File: src/scmi_cfg.svh
// named constants for the serial command interpreter
`ifndef SCMI_CFG_SVH
`define SCMI_CFG_SVH
// clock and millisecond timing
`define SCMI_CLK_PERIOD_NS 25
`define SCMI_MS_NS 1000000
`define SCMI_MS_CYCLES (`SCMI_MS_NS / `SCMI_CLK_PERIOD_NS)
// characters
`define SCMI_CHR_BANG 8'h21
`define SCMI_CHR_CR 8'h0D
`define SCMI_CHR_LF 8'h0A
`define SCMI_CHR_ZERO 8'h30
`define SCMI_CHR_NINE 8'h39
`define SCMI_CHR_A 8'h41
`define SCMI_CHR_Z 8'h5A
`define SCMI_DIGIT_HI 4'h3
// two-letter command codes
`define SCMI_CMD_KEY 16'h4B59
`define SCMI_CMD_BAUD 16'h4252
`define SCMI_CMD_ADDR 16'h4944
`define SCMI_CMD_TREQ 16'h5452
`define SCMI_CMD_TAUTO 16'h5454
`define SCMI_CMD_AVG 16'h4156
`define SCMI_CMD_DUP 16'h444D
`define SCMI_CMD_DELAY 16'h5244
`define SCMI_CMD_STORE 16'h4353
// parameter values (packed decimal)
`define SCMI_KEY_READ 20'h00000
`define SCMI_KEY_USER 20'h00001
`define SCMI_KEY_ADMIN 20'h04711
`define SCMI_STORE_YES 20'h00001
`define SCMI_ADDR_BCAST 8'h99
`define SCMI_ADDR_MAX 20'h00099
`define SCMI_BAUD_MIN 20'h00012
`define SCMI_BAUD_MAX 20'h01152
`define SCMI_DELAY_MAX 20'h00999
`define SCMI_DUP_HALF 4'h0
`define SCMI_DUP_BUS 4'h1
`define SCMI_DUP_P2P 4'h2
// defaults before the stored set is loaded
`define SCMI_DEF_ADDR 8'h00
`define SCMI_DEF_BAUD 20'h00096
`define SCMI_DEF_DUP 4'h0
`define SCMI_DEF_DELAY 12'h000
`define SCMI_DEF_AVG 20'h00001
`define SCMI_DEF_TSEL 20'h00000
// answer layout
`define SCMI_IDX_BANG 5'h00
`define SCMI_IDX_ADDR_HI 5'h01
`define SCMI_IDX_ADDR_LO 5'h02
`define SCMI_IDX_CMD_HI 5'h03
`define SCMI_IDX_CMD_LO 5'h04
`define SCMI_IDX_DIG0 5'h05
`define SCMI_IDX_DIG4 5'h09
`define SCMI_IDX_CR1 5'h0A
`define SCMI_IDX_TEXT 5'h0C
`define SCMI_TAIL_LEN 5'h02
`define SCMI_VAL_TOP 5'h10
`define SCMI_TXT_TOP 7'h58
`define SCMI_TXT_READ "READ ONLY   "
`define SCMI_TXT_USER "USER ACCESS "
`define SCMI_TXT_ADMIN "ADMIN ACCESS"
`define SCMI_TLEN_READ 5'h09
`define SCMI_TLEN_USER 5'h0B
`define SCMI_TLEN_ADMIN 5'h0C
// receive buffer positions
`define SCMI_RX_ADDR_END 4'h2
`define SCMI_RX_HDR_LEN 4'h4
`define SCMI_RX_MAX_LEN 4'h9
`define SCMI_RX_SAT 4'hF
// register port map
`define SCMI_REG_CTRL 4'h0
`define SCMI_REG_DELAY 4'h1
`define SCMI_REG_STATUS 4'h2
`define SCMI_REG_BAUD 4'h3
`define SCMI_CTRL_RST 1'h1
`endif

File: src/scmi_pkg.sv
// types shared by the serial command interpreter files
package scmi_pkg;
  typedef enum logic [2:0] {
    SCMI_ST_IDLE = 3'h0,
    SCMI_ST_DELAY = 3'h1,
    SCMI_ST_SEND = 3'h3,
    SCMI_ST_DRAIN = 3'h2,
    SCMI_ST_TLG = 3'h6
  } scmi_state_type;
  typedef enum logic [1:0] {
    SCMI_LVL_READ = 2'h0,
    SCMI_LVL_USER = 2'h1,
    SCMI_LVL_ADMIN = 2'h2
  } scmi_level_type;
  typedef struct packed {
    logic valid;
    logic [7:0] data;
  } scmi_byte_type;
  typedef struct packed {
    logic [7:0] addr;
    logic [19:0] baud;
    logic [3:0] duplex;
    logic [11:0] delay;
    logic [19:0] avg;
  } scmi_nv_type;
endpackage

File: src/scmi_interp.sv
// serial command interpreter: parse, gate, apply, answer, driver control
`include "scmi_cfg.svh"
module scmi_interp import scmi_pkg::*; #(
  parameter int unsigned MS_CYCLES = `SCMI_MS_CYCLES
) (
  input wire logic i_clk,
  input wire logic i_arst_n,
  input wire scmi_byte_type i_rx,
  input wire logic i_tx_ready,
  input wire logic i_tx_idle,
  output scmi_byte_type o_tx,
  output logic o_drv_en,
  output logic o_aout_en,
  output logic o_tlg_start,
  output logic [19:0] o_tlg_num,
  input wire logic i_tlg_done,
  output logic [19:0] o_baud_bcd,
  output logic o_nv_we,
  output scmi_nv_type o_nv_data,
  input wire scmi_nv_type i_nv_data,
  input wire logic [3:0] i_addr,
  input wire logic [31:0] i_wdata,
  input wire logic i_wr,
  input wire logic i_rd,
  output logic [31:0] o_rdata
);
  logic rst_meta_q, rst_n, load_q, ctrl_en_q, tmr_start_q, tmr_done;
  logic [3:0] rx_cnt_q, dup_q;
  logic rx_bad_q, rx_cr, hit, is_query, known, value_ok, accept, store_now;
  logic [7:0] rx_addr_q, addr_q, resp_addr_q;
  logic [15:0] rx_cmd_q, resp_cmd_q;
  logic [19:0] rx_par_q, baud_cfg_q, avg_q, tsel_q, cur_val, resp_val_q;
  logic [11:0] delay_q;
  logic [9:0] ms_bin;
  logic [4:0] idx_q, resp_len, tlen, rel;
  logic [2:0] dig;
  logic [6:0] txt_bit;
  logic [95:0] txt;
  logic [7:0] cur_byte;
  logic resp_txt_q, resp_tlg_q, baud_apply_q;
  scmi_level_type level_q, need_lvl, key_lvl, resp_lvl_q;
  scmi_state_type state_q;

  // reset release through two flops
  always_ff @(posedge i_clk or negedge i_arst_n) begin
    if (!i_arst_n) begin
      rst_meta_q <= 1'b0;
      rst_n <= 1'b0;
    end else begin
      rst_meta_q <= 1'b1;
      rst_n <= rst_meta_q;
    end
  end

  // one cycle after release the stored set is taken in
  always_ff @(posedge i_clk or negedge rst_n) begin
    if (!rst_n) begin
      load_q <= 1'b1;
    end else begin
      load_q <= 1'b0;
    end
  end

  // receive buffer: address digits, command letters, parameter digits
  always_ff @(posedge i_clk or negedge rst_n) begin
    if (!rst_n) begin
      rx_cnt_q <= 4'h0;
      rx_bad_q <= 1'b0;
      rx_addr_q <= 8'h00;
      rx_cmd_q <= 16'h0000;
      rx_par_q <= 20'h00000;
    end else if (i_rx.valid) begin
      if (rx_cr) begin
        rx_cnt_q <= 4'h0;
        rx_bad_q <= 1'b0;
        rx_par_q <= 20'h00000;
      end else begin
        if (rx_cnt_q != `SCMI_RX_SAT) begin
          rx_cnt_q <= rx_cnt_q + 4'h1;
        end
        if (rx_cnt_q < `SCMI_RX_ADDR_END) begin
          rx_addr_q <= {rx_addr_q[3:0], i_rx.data[3:0]};
          if (i_rx.data < `SCMI_CHR_ZERO || i_rx.data > `SCMI_CHR_NINE) begin
            rx_bad_q <= 1'b1;
          end
        end else if (rx_cnt_q < `SCMI_RX_HDR_LEN) begin
          rx_cmd_q <= {rx_cmd_q[7:0], i_rx.data};
          if (i_rx.data < `SCMI_CHR_A || i_rx.data > `SCMI_CHR_Z) begin
            rx_bad_q <= 1'b1;
          end
        end else if (rx_cnt_q < `SCMI_RX_MAX_LEN) begin
          rx_par_q <= {rx_par_q[15:0], i_rx.data[3:0]};
          if (i_rx.data < `SCMI_CHR_ZERO || i_rx.data > `SCMI_CHR_NINE) begin
            rx_bad_q <= 1'b1;
          end
        end else begin
          rx_bad_q <= 1'b1;
        end
      end
    end
  end

  // request decode, privilege and value checks
  always_comb begin
    rx_cr = i_rx.data == `SCMI_CHR_CR;
    hit = i_rx.valid && rx_cr && state_q == SCMI_ST_IDLE && ctrl_en_q && !rx_bad_q &&
      rx_cnt_q >= `SCMI_RX_HDR_LEN &&
      (rx_addr_q == addr_q || rx_addr_q == `SCMI_ADDR_BCAST);
    is_query = rx_cnt_q == `SCMI_RX_HDR_LEN;
    key_lvl = SCMI_LVL_READ;
    if (rx_par_q == `SCMI_KEY_ADMIN) begin
      key_lvl = SCMI_LVL_ADMIN;
    end else if (rx_par_q == `SCMI_KEY_USER) begin
      key_lvl = SCMI_LVL_USER;
    end
    need_lvl = SCMI_LVL_READ;
    known = 1'b1;
    value_ok = 1'b1;
    cur_val = 20'h00000;
    case (rx_cmd_q)
      `SCMI_CMD_KEY: begin
        cur_val = level_q == SCMI_LVL_ADMIN ? `SCMI_KEY_ADMIN :
          (level_q == SCMI_LVL_USER ? `SCMI_KEY_USER : `SCMI_KEY_READ);
        value_ok = rx_par_q == `SCMI_KEY_READ || rx_par_q == `SCMI_KEY_USER ||
          rx_par_q == `SCMI_KEY_ADMIN;
      end
      `SCMI_CMD_BAUD: begin
        need_lvl = SCMI_LVL_ADMIN;
        cur_val = baud_cfg_q;
        value_ok = rx_par_q >= `SCMI_BAUD_MIN && rx_par_q <= `SCMI_BAUD_MAX;
      end
      `SCMI_CMD_ADDR: begin
        need_lvl = SCMI_LVL_ADMIN;
        cur_val = {12'h000, addr_q};
        value_ok = rx_par_q <= `SCMI_ADDR_MAX;
      end
      `SCMI_CMD_DUP: begin
        need_lvl = SCMI_LVL_ADMIN;
        cur_val = {16'h0000, dup_q};
        value_ok = rx_par_q <= {16'h0000, `SCMI_DUP_P2P};
      end
      `SCMI_CMD_DELAY: begin
        need_lvl = SCMI_LVL_USER;
        cur_val = {8'h00, delay_q};
        value_ok = rx_par_q <= `SCMI_DELAY_MAX;
      end
      `SCMI_CMD_AVG: begin
        need_lvl = SCMI_LVL_USER;
        cur_val = avg_q;
      end
      `SCMI_CMD_TAUTO: begin
        need_lvl = SCMI_LVL_USER;
        cur_val = tsel_q;
      end
      `SCMI_CMD_STORE: need_lvl = SCMI_LVL_USER;
      `SCMI_CMD_TREQ: cur_val = rx_par_q;
      default: known = 1'b0;
    endcase
    accept = hit && known && (is_query || (value_ok && level_q >= need_lvl));
    store_now = accept && !is_query &&
      ((rx_cmd_q == `SCMI_CMD_KEY && rx_par_q == `SCMI_KEY_READ) ||
      (rx_cmd_q == `SCMI_CMD_STORE && rx_par_q == `SCMI_STORE_YES));
  end

  // working parameter set and access level
  always_ff @(posedge i_clk or negedge rst_n) begin
    if (!rst_n) begin
      level_q <= SCMI_LVL_READ;
      addr_q <= `SCMI_DEF_ADDR;
      baud_cfg_q <= `SCMI_DEF_BAUD;
      dup_q <= `SCMI_DEF_DUP;
      delay_q <= `SCMI_DEF_DELAY;
      avg_q <= `SCMI_DEF_AVG;
      tsel_q <= `SCMI_DEF_TSEL;
    end else if (load_q) begin
      addr_q <= i_nv_data.addr;
      baud_cfg_q <= i_nv_data.baud;
      dup_q <= i_nv_data.duplex;
      delay_q <= i_nv_data.delay;
      avg_q <= i_nv_data.avg;
    end else begin
      if (i_wr && i_addr == `SCMI_REG_DELAY) begin
        delay_q <= i_wdata[11:0];
      end
      if (accept && !is_query) begin
        case (rx_cmd_q)
          `SCMI_CMD_KEY: level_q <= key_lvl;
          `SCMI_CMD_ADDR: addr_q <= rx_par_q[7:0];
          `SCMI_CMD_BAUD: baud_cfg_q <= rx_par_q;
          `SCMI_CMD_DUP: dup_q <= rx_par_q[3:0];
          `SCMI_CMD_DELAY: delay_q <= rx_par_q[11:0];
          `SCMI_CMD_AVG: avg_q <= rx_par_q;
          `SCMI_CMD_TAUTO: tsel_q <= rx_par_q;
          default: ;
        endcase
      end
    end
  end

  // non-volatile write request and active line rate
  always_ff @(posedge i_clk or negedge rst_n) begin
    if (!rst_n) begin
      o_nv_we <= 1'b0;
      o_nv_data <= '0;
      o_baud_bcd <= `SCMI_DEF_BAUD;
    end else begin
      o_nv_we <= store_now;
      o_nv_data <= {addr_q, baud_cfg_q, dup_q, delay_q, avg_q};
      if (load_q) begin
        o_baud_bcd <= i_nv_data.baud;
      end else if (state_q == SCMI_ST_DRAIN && i_tx_idle && baud_apply_q) begin
        o_baud_bcd <= baud_cfg_q;
      end
    end
  end

  // answer byte at the current index
  always_comb begin
    txt = `SCMI_TXT_READ;
    tlen = `SCMI_TLEN_READ;
    case (resp_lvl_q)
      SCMI_LVL_USER: begin
        txt = `SCMI_TXT_USER;
        tlen = `SCMI_TLEN_USER;
      end
      SCMI_LVL_ADMIN: begin
        txt = `SCMI_TXT_ADMIN;
        tlen = `SCMI_TLEN_ADMIN;
      end
      default: ;
    endcase
    resp_len = resp_txt_q ? `SCMI_IDX_TEXT + tlen + `SCMI_TAIL_LEN : `SCMI_IDX_TEXT;
    rel = idx_q - `SCMI_IDX_TEXT;
    dig = 3'(idx_q - `SCMI_IDX_DIG0);
    txt_bit = `SCMI_TXT_TOP - {rel[3:0], 3'b000};
    cur_byte = `SCMI_CHR_LF;
    if (idx_q == `SCMI_IDX_BANG) begin
      cur_byte = `SCMI_CHR_BANG;
    end else if (idx_q == `SCMI_IDX_ADDR_HI) begin
      cur_byte = {`SCMI_DIGIT_HI, resp_addr_q[7:4]};
    end else if (idx_q == `SCMI_IDX_ADDR_LO) begin
      cur_byte = {`SCMI_DIGIT_HI, resp_addr_q[3:0]};
    end else if (idx_q == `SCMI_IDX_CMD_HI) begin
      cur_byte = resp_cmd_q[15:8];
    end else if (idx_q == `SCMI_IDX_CMD_LO) begin
      cur_byte = resp_cmd_q[7:0];
    end else if (idx_q <= `SCMI_IDX_DIG4) begin
      cur_byte = {`SCMI_DIGIT_HI, resp_val_q[`SCMI_VAL_TOP - {dig, 2'b00} +: 4]};
    end else if (idx_q == `SCMI_IDX_CR1) begin
      cur_byte = `SCMI_CHR_CR;
    end else if (idx_q >= `SCMI_IDX_TEXT) begin
      if (rel < tlen) begin
        cur_byte = txt[txt_bit +: 8];
      end else if (rel == tlen) begin
        cur_byte = `SCMI_CHR_CR;
      end
    end
    ms_bin = 10'(delay_q[11:8]) * 10'h064 + 10'(delay_q[7:4]) * 10'h00A + 10'(delay_q[3:0]);
  end

  // answer hold-off timer
  scmi_ms_timer #(
    .MS_CYCLES(MS_CYCLES)
  ) u_timer (
    .i_clk(i_clk),
    .i_rst_n(rst_n),
    .i_start(tmr_start_q),
    .i_ms(ms_bin),
    .o_done(tmr_done)
  );

  // answer sequencer
  always_ff @(posedge i_clk or negedge rst_n) begin
    if (!rst_n) begin
      state_q <= SCMI_ST_IDLE;
      idx_q <= 5'h00;
      resp_addr_q <= 8'h00;
      resp_cmd_q <= 16'h0000;
      resp_val_q <= 20'h00000;
      resp_txt_q <= 1'b0;
      resp_lvl_q <= SCMI_LVL_READ;
      resp_tlg_q <= 1'b0;
      baud_apply_q <= 1'b0;
      tmr_start_q <= 1'b0;
      o_tx <= '0;
      o_tlg_start <= 1'b0;
      o_tlg_num <= 20'h00000;
    end else begin
      tmr_start_q <= 1'b0;
      o_tlg_start <= 1'b0;
      case (state_q)
        SCMI_ST_IDLE: begin
          if (accept) begin
            state_q <= SCMI_ST_DELAY;
            tmr_start_q <= 1'b1;
            resp_addr_q <= addr_q;
            resp_cmd_q <= rx_cmd_q;
            resp_val_q <= is_query ? cur_val : rx_par_q;
            resp_txt_q <= rx_cmd_q == `SCMI_CMD_KEY && !is_query;
            resp_lvl_q <= key_lvl;
            resp_tlg_q <= rx_cmd_q == `SCMI_CMD_TREQ ||
              (rx_cmd_q == `SCMI_CMD_TAUTO && !is_query);
            baud_apply_q <= rx_cmd_q == `SCMI_CMD_BAUD && !is_query;
            o_tlg_num <= rx_par_q;
          end
        end
        SCMI_ST_DELAY: begin
          idx_q <= 5'h00;
          if (tmr_done) begin
            state_q <= resp_tlg_q ? SCMI_ST_TLG : SCMI_ST_SEND;
            o_tlg_start <= resp_tlg_q;
          end
        end
        SCMI_ST_SEND: begin
          if (!o_tx.valid) begin
            o_tx <= {1'b1, cur_byte};
          end else if (i_tx_ready) begin
            o_tx.valid <= 1'b0;
            if (idx_q == resp_len - 5'h01) begin
              state_q <= SCMI_ST_DRAIN;
            end else begin
              idx_q <= idx_q + 5'h01;
            end
          end
        end
        SCMI_ST_TLG: begin
          if (i_tlg_done) begin
            state_q <= SCMI_ST_DRAIN;
          end
        end
        SCMI_ST_DRAIN: begin
          if (i_tx_idle) begin
            state_q <= SCMI_ST_IDLE;
          end
        end
        default: state_q <= SCMI_ST_IDLE;
      endcase
    end
  end

  // line driver and shared analogue pins
  always_ff @(posedge i_clk or negedge rst_n) begin
    if (!rst_n) begin
      o_drv_en <= 1'b0;
      o_aout_en <= 1'b0;
    end else begin
      o_drv_en <= dup_q == `SCMI_DUP_P2P || state_q == SCMI_ST_SEND ||
        state_q == SCMI_ST_TLG || state_q == SCMI_ST_DRAIN;
      o_aout_en <= dup_q == `SCMI_DUP_HALF;
    end
  end

  // register port: control write and read-back
  always_ff @(posedge i_clk or negedge rst_n) begin
    if (!rst_n) begin
      ctrl_en_q <= `SCMI_CTRL_RST;
      o_rdata <= 32'h00000000;
    end else begin
      if (i_wr && i_addr == `SCMI_REG_CTRL) begin
        ctrl_en_q <= i_wdata[0];
      end
      o_rdata <= 32'h00000000;
      if (i_rd) begin
        case (i_addr)
          `SCMI_REG_CTRL: o_rdata <= {31'h0000000, ctrl_en_q};
          `SCMI_REG_DELAY: o_rdata <= {20'h00000, delay_q};
          `SCMI_REG_STATUS: o_rdata <= {17'h0000, state_q != SCMI_ST_IDLE, level_q, dup_q, addr_q};
          `SCMI_REG_BAUD: o_rdata <= {12'h000, o_baud_bcd};
          default: o_rdata <= 32'h00000000;
        endcase
      end
    end
  end
endmodule

File: src/scmi_ms_timer.sv
// millisecond delay timer for the answer hold-off
`include "scmi_cfg.svh"
module scmi_ms_timer #(
  parameter int unsigned MS_CYCLES = `SCMI_MS_CYCLES
) (
  input wire logic i_clk,
  input wire logic i_rst_n,
  input wire logic i_start,
  input wire logic [9:0] i_ms,
  output logic o_done
);
  logic [15:0] cyc_q;
  logic [9:0] ms_q;
  logic run_q;

  // count whole milliseconds, then pulse done once
  always_ff @(posedge i_clk or negedge i_rst_n) begin
    if (!i_rst_n) begin
      cyc_q <= 16'h0000;
      ms_q <= 10'h000;
      run_q <= 1'b0;
      o_done <= 1'b0;
    end else begin
      o_done <= 1'b0;
      if (i_start) begin
        run_q <= 1'b1;
        ms_q <= i_ms;
        cyc_q <= 16'h0000;
      end else if (run_q) begin
        if (ms_q == 10'h000) begin
          run_q <= 1'b0;
          o_done <= 1'b1;
        end else if (cyc_q == 16'(MS_CYCLES - 1)) begin
          cyc_q <= 16'h0000;
          ms_q <= ms_q - 10'h001;
        end else begin
          cyc_q <= cyc_q + 16'h0001;
        end
      end
    end
  end
endmodule

File: config.mk
export PLATFORM = sky130hd
export DESIGN_NAME = scmi_interp
export DESIGN_NICKNAME = d
export VERILOG_FILES = /design/src/scmi_pkg.sv /design/src/scmi_interp.sv /design/src/scmi_ms_timer.sv
export VERILOG_INCLUDE_DIRS = /design/src
export SDC_FILE = /design/constraint.sdc
export NUM_CORES = 1
export LEC_CHECK = 0
export BUFFER_PORTS_ARGS = -buffer_cell sky130_fd_sc_hd__clkbuf_2
export CAP_MARGIN = 25
export CORE_UTILIZATION = 50
export CTS_BUF_LIST = sky130_fd_sc_hd__clkbuf_8 sky130_fd_sc_hd__clkbuf_16
export DETAILED_ROUTE_END_ITERATION = 8
export PLACE_DENSITY = 0.71
export SETUP_SLACK_MARGIN = 0.1
export SKIP_LAST_GASP = 1
export SYNTH_ARGS = -nofsm -noshare
export SYNTH_HDL_FRONTEND = slang
export SYNTH_HIERARCHICAL = 1
export SYNTH_SLANG_ARGS = --single-unit
File: constraint.sdc
create_clock -name i_clk -period 19.75 [get_ports i_clk]
set_input_delay 1.975 -clock i_clk [delete_from_list [all_inputs] [get_ports i_clk]]
set_output_delay 1.975 -clock i_clk [all_outputs]
set_load 0.005 [all_outputs]
==> flow_summary_export.csv <==
group,metric,value,unit
synthesis,syn_avg_cell_area,10.8,um2
cts,path_clk_slew,0.06,ns
detailed_routing,firstDrtPassIters,5,
global_routing,grt_pass1_wl,85.4,mm
power_and_ir_drop,switching_share,30.8,%
timing,setup_viol,0,
cts,clk_path_buf_depth,3,
floorplan,pin_count,265,
floorplan,die_height,194,um
setup_path,crit_fanout,15,
setup_path,worstPathCellList,"or4b_1 -> nor4_1 -> a211o_1 -> ha_1 -> nand2b_1 -> a21o_1 -> nand4_1 -> a311oi_2 -> nand4_1 -> buf_4 -> mux2_2",
setup_path,worstSetupPathType,"reg -> reg",
synthesis,synthArstFlopShare,100,%
power_and_ir_drop,p_seq_share,45.3,%
detailed_routing,drtAntennaViolNets,0,
synthesis,synth_top_family_by_area,"compound AO/OA/AOI/OAI gates",
finish,fin_nets,2058,
finish,mostFrequentLayoutCells,"350 x dfrtp_1, 232 x clkbuf_2, 144 x nand2_1",
synthesis,synth_cell_types,99,
place,placed_cells,2304,
detailed_routing,finalWirelength,55.5,mm
setup_path,critPathArrivalTime,5.11,ns
synthesis,synth_compound_area_share,15.9,%
synthesis,synth_xor_area_share,1.47,%
global_routing,overflow,0,
synthesis,synth_mux_area_share,11.0,%
place,placed_cell_area,19800,um2
synthesis,synth_flop_cell,"dfrtp_1",
cts,cts_setup_buffers,0,
floorplan,die_area,37500,um2
status,status,"finished clean",
setup_path,endpoint_kind,"register",
power_and_ir_drop,p_int,1.50,mW
timing,hold_ws,0.353,ns
floorplan,die_width,194,um
cts,ctsHoldBuffers,0,
synthesis,yosysWarnings,6,
synthesis,synth_top_cell_by_area,"dfrtp_1",
synthesis,synth_adder_area_share,4.02,%
detailed_routing,drc,0,
power_and_ir_drop,power_switching,666,uW
global_routing,antenna_found_initial,1,
cts,cts-resized-gates,0,
floorplan,core,35800,um2
detailed_routing,vias,14800,
timing,slew_violations,0,
power_and_ir_drop,vdd_drop_max,85.6,uV
timing,fmaxAchievable,0.214,GHz
setup_path,crit_path_max_incr_delay,0.71,ns
timing,grt_setup_unrepaired,"false",
timing,final-hold-violation-count,0,
synthesis,synthCells,1703,
synthesis,yosysSeqAreaShare,49.4,%
timing,min_period,4.67,ns
global_routing,grt_max_degree,151,
flow_run,drv_cap,0,
synthesis,synth.area.top_cells,"dfrtp_1 48%, mux2_2 7.2%, ha_1 3.5%",
synthesis,synth_edf_count,0,
timing,finalSetupTns,0,ns
power_and_ir_drop,p_per_area,101,nW/um2
power_and_ir_drop,p_leak,9.84,nW
synthesis,synthesis.area,18400,um2
power_and_ir_drop,comb_power_share,16.0,%
power_and_ir_drop,clockPowerShare,38.7,%
detailed_routing,dr.first_iter.drc_count,1357,
timing,worstMarginPinSlew,1.04,ns
finish,fin_area,21300,um2
setup_path,cpMaxStageDelayCell,"or4b_1",
global_routing,grt_usage,29.6,%
detailed_routing,viasPerCell,6.23,
cts,cts.sinks,362,
detailed_routing,routedWlPerCell,23.3,um
cts,h-tree-depth,2,
cts,clock_latency,0.57,ns
timing,max_slew_margin,30.9,%
place,port-buffer-count,232,
place,routabilityCongestion,0.959,
cts,cts_tree,"yes",
synthesis,ys_ff_latch,362,
place,dp_hpwl,38.7,mm
synthesis,yosys.area_share.simple,13.9,%
floorplan,start_util,51.2,%
floorplan,num_rows,69,
timing,skew,0.0225,ns
finish,syn_to_final_growth,16.1,%
setup_path,start_kind,"register",
synthesis,yosys.area.top_type_share,47.8,%
min_path,min_path_type,"reg -> reg",
setup_path,required,20.19,ns
setup_path,crit_top_cell,"nand4_1",
timing,post-route-period-util,23.6,%
finish,stdcell_count,2379,
finish,drive_above_1_share,26.7,%
global_routing,grt_pass1_vias,14500,
finish,layout_commonest_cell,"dfrtp_1",
cts,cts-root-buf,"clkbuf_16",
cts,cts_buffers,39,
power by group through the flow:
stage	sequential [mW]	clock (mW)	combinational [mW]
after global routing	0.989	0.874	0.382
after CTS	0.974	0.848	0.344
after floorplan	0.901	0	0.268
after detailed placement	0.988	0	0.339
final	0.980	0.837	0.345
after global placement	0.983	0	0.331
through the flow:
stage | util [%] | power, mW | setup slack [ns]
final | 59.5 | 2.16 | 15.08
after global routing | 59.5 | 2.25 | 14.91
after CTS | 59.3 | 2.17 | 15.21
after detailed placement | 55.2 | 1.33 | 14.78
after global placement | 55.2 | 1.31 | 14.83
after floorplan | - | 1.17 | 8.93
kinds of logic (layout without fill, tap and decap cells):
family,after synthesis,in the layout
XOR/XNOR,29,29
buffers and inverters,179,381
AO/OA/AOI/OAI,405,405
multiplexers,181,181
other,2,15
flip-flops,362,362
AND/OR/NAND/NOR,489,489
adder cells (fa/ha/maj),56,56
sequential cells by signal, summed over array words and instances (netlist names), 2 cells and up:
| signal | cells |
|---|---|
| resp_addr_q | 8 |
| u_timer/cyc_q | 16 |
| state_q | 3 |
| resp_lvl_q | 2 |
| avg_q | 20 |
| delay_q | 12 |
| o_nv_data | 64 |
| resp_cmd_q | 16 |
| o_tlg_num | 20 |
| dup_q | 4 |
| level_q | 2 |
| rx_cnt_q | 4 |
| idx_q | 5 |
| rx_cmd_q | 16 |
| tsel_q | 20 |
| resp_val_q | 20 |
| u_timer/ms_q | 10 |
| o_rdata | 20 |
| rx_par_q | 20 |
| baud_cfg_q | 20 |
| o_baud_bcd | 20 |
| rx_addr_q | 8 |
| o_tx | 9 |
| addr_q | 8 |
layer usage:
metal	track usage [%]	up-vias	part of all wire, %
li1	-	6655	-
met1	42.4	7423	44
met2	43.9	618	44
met3	5.22	132	7.4
met4	13.6	0	4.1
met5	0	-	0
synthesized netlist by cell type, drive strengths merged, types with 6 or more instances:
master,count
a22o,31
ha,51
nor2b,6
nand4,31
xnor2,14
a2bb2oi,10
inv,49
nand2,144
a41oi,12
a222oi,13
nand2b,12
a21o,9
a22oi,31
dfstp,11
mux2i,57
a211oi,8
xor2,14
or4,6
dfrtp,351
buf,43
o211ai,11
and2,18
o21ai,88
o31ai,30
or4b,8
a31oi,22
and3,9
o22ai,7
mux2,120
a31o,6
nor2,101
nor3b,8
nand3,54
o221a,13
or3,12
nor3,24
nor4,24
a21oi,61
clkbuf,86
final timing paths:
kind	startpoint	end	slack, ns	cells past startpoint
max in group asynchronous	rst_n$_DFF_PN0_	o_tlg_num[2]$_DFFE_PN0P_	17.10	2
hold / removal	rst_meta_q$_DFF_PN0_	rst_n$_DFF_PN0_	0.35	0
hold reg to reg	rst_meta_q$_DFF_PN0_	rst_n$_DFF_PN0_	0.35	0
setup / recovery	rx_cmd_q[12]$_DFFE_PN0P_	tsel_q[19]$_DFFE_PN0P_	15.08	11
min in group asynchronous	rst_n$_DFF_PN0_	o_nv_data[4]$_DFF_PN0_	0.44	0
setup reg to reg	rx_cmd_q[12]$_DFFE_PN0P_	tsel_q[19]$_DFFE_PN0P_	15.08	11
final cells by class:
class	instances	area, um2
clock inverters	25	408
well taps	461	577
inverters	50	188
clock buffers	47	1090
flip-flops and latches	362	9080
diodes	1	2.50
fillers	3016	14500
repair buffers	259	1420
multi-input cells	1174	8560
critical path: cells and delay by family (launching register included):
kind | cells | cell delay, ns
muxes | 1 | 0.30
adders and majority gates | 1 | 0.14
DFF | 1 | 0.44
AOI/OAI and AO/OA | 3 | 1.11
and+or+nand+nor | 5 | 2.11
buffers and inverters | 1 | 0.43
No activity file was read; power rests on OpenSTA's default activity.
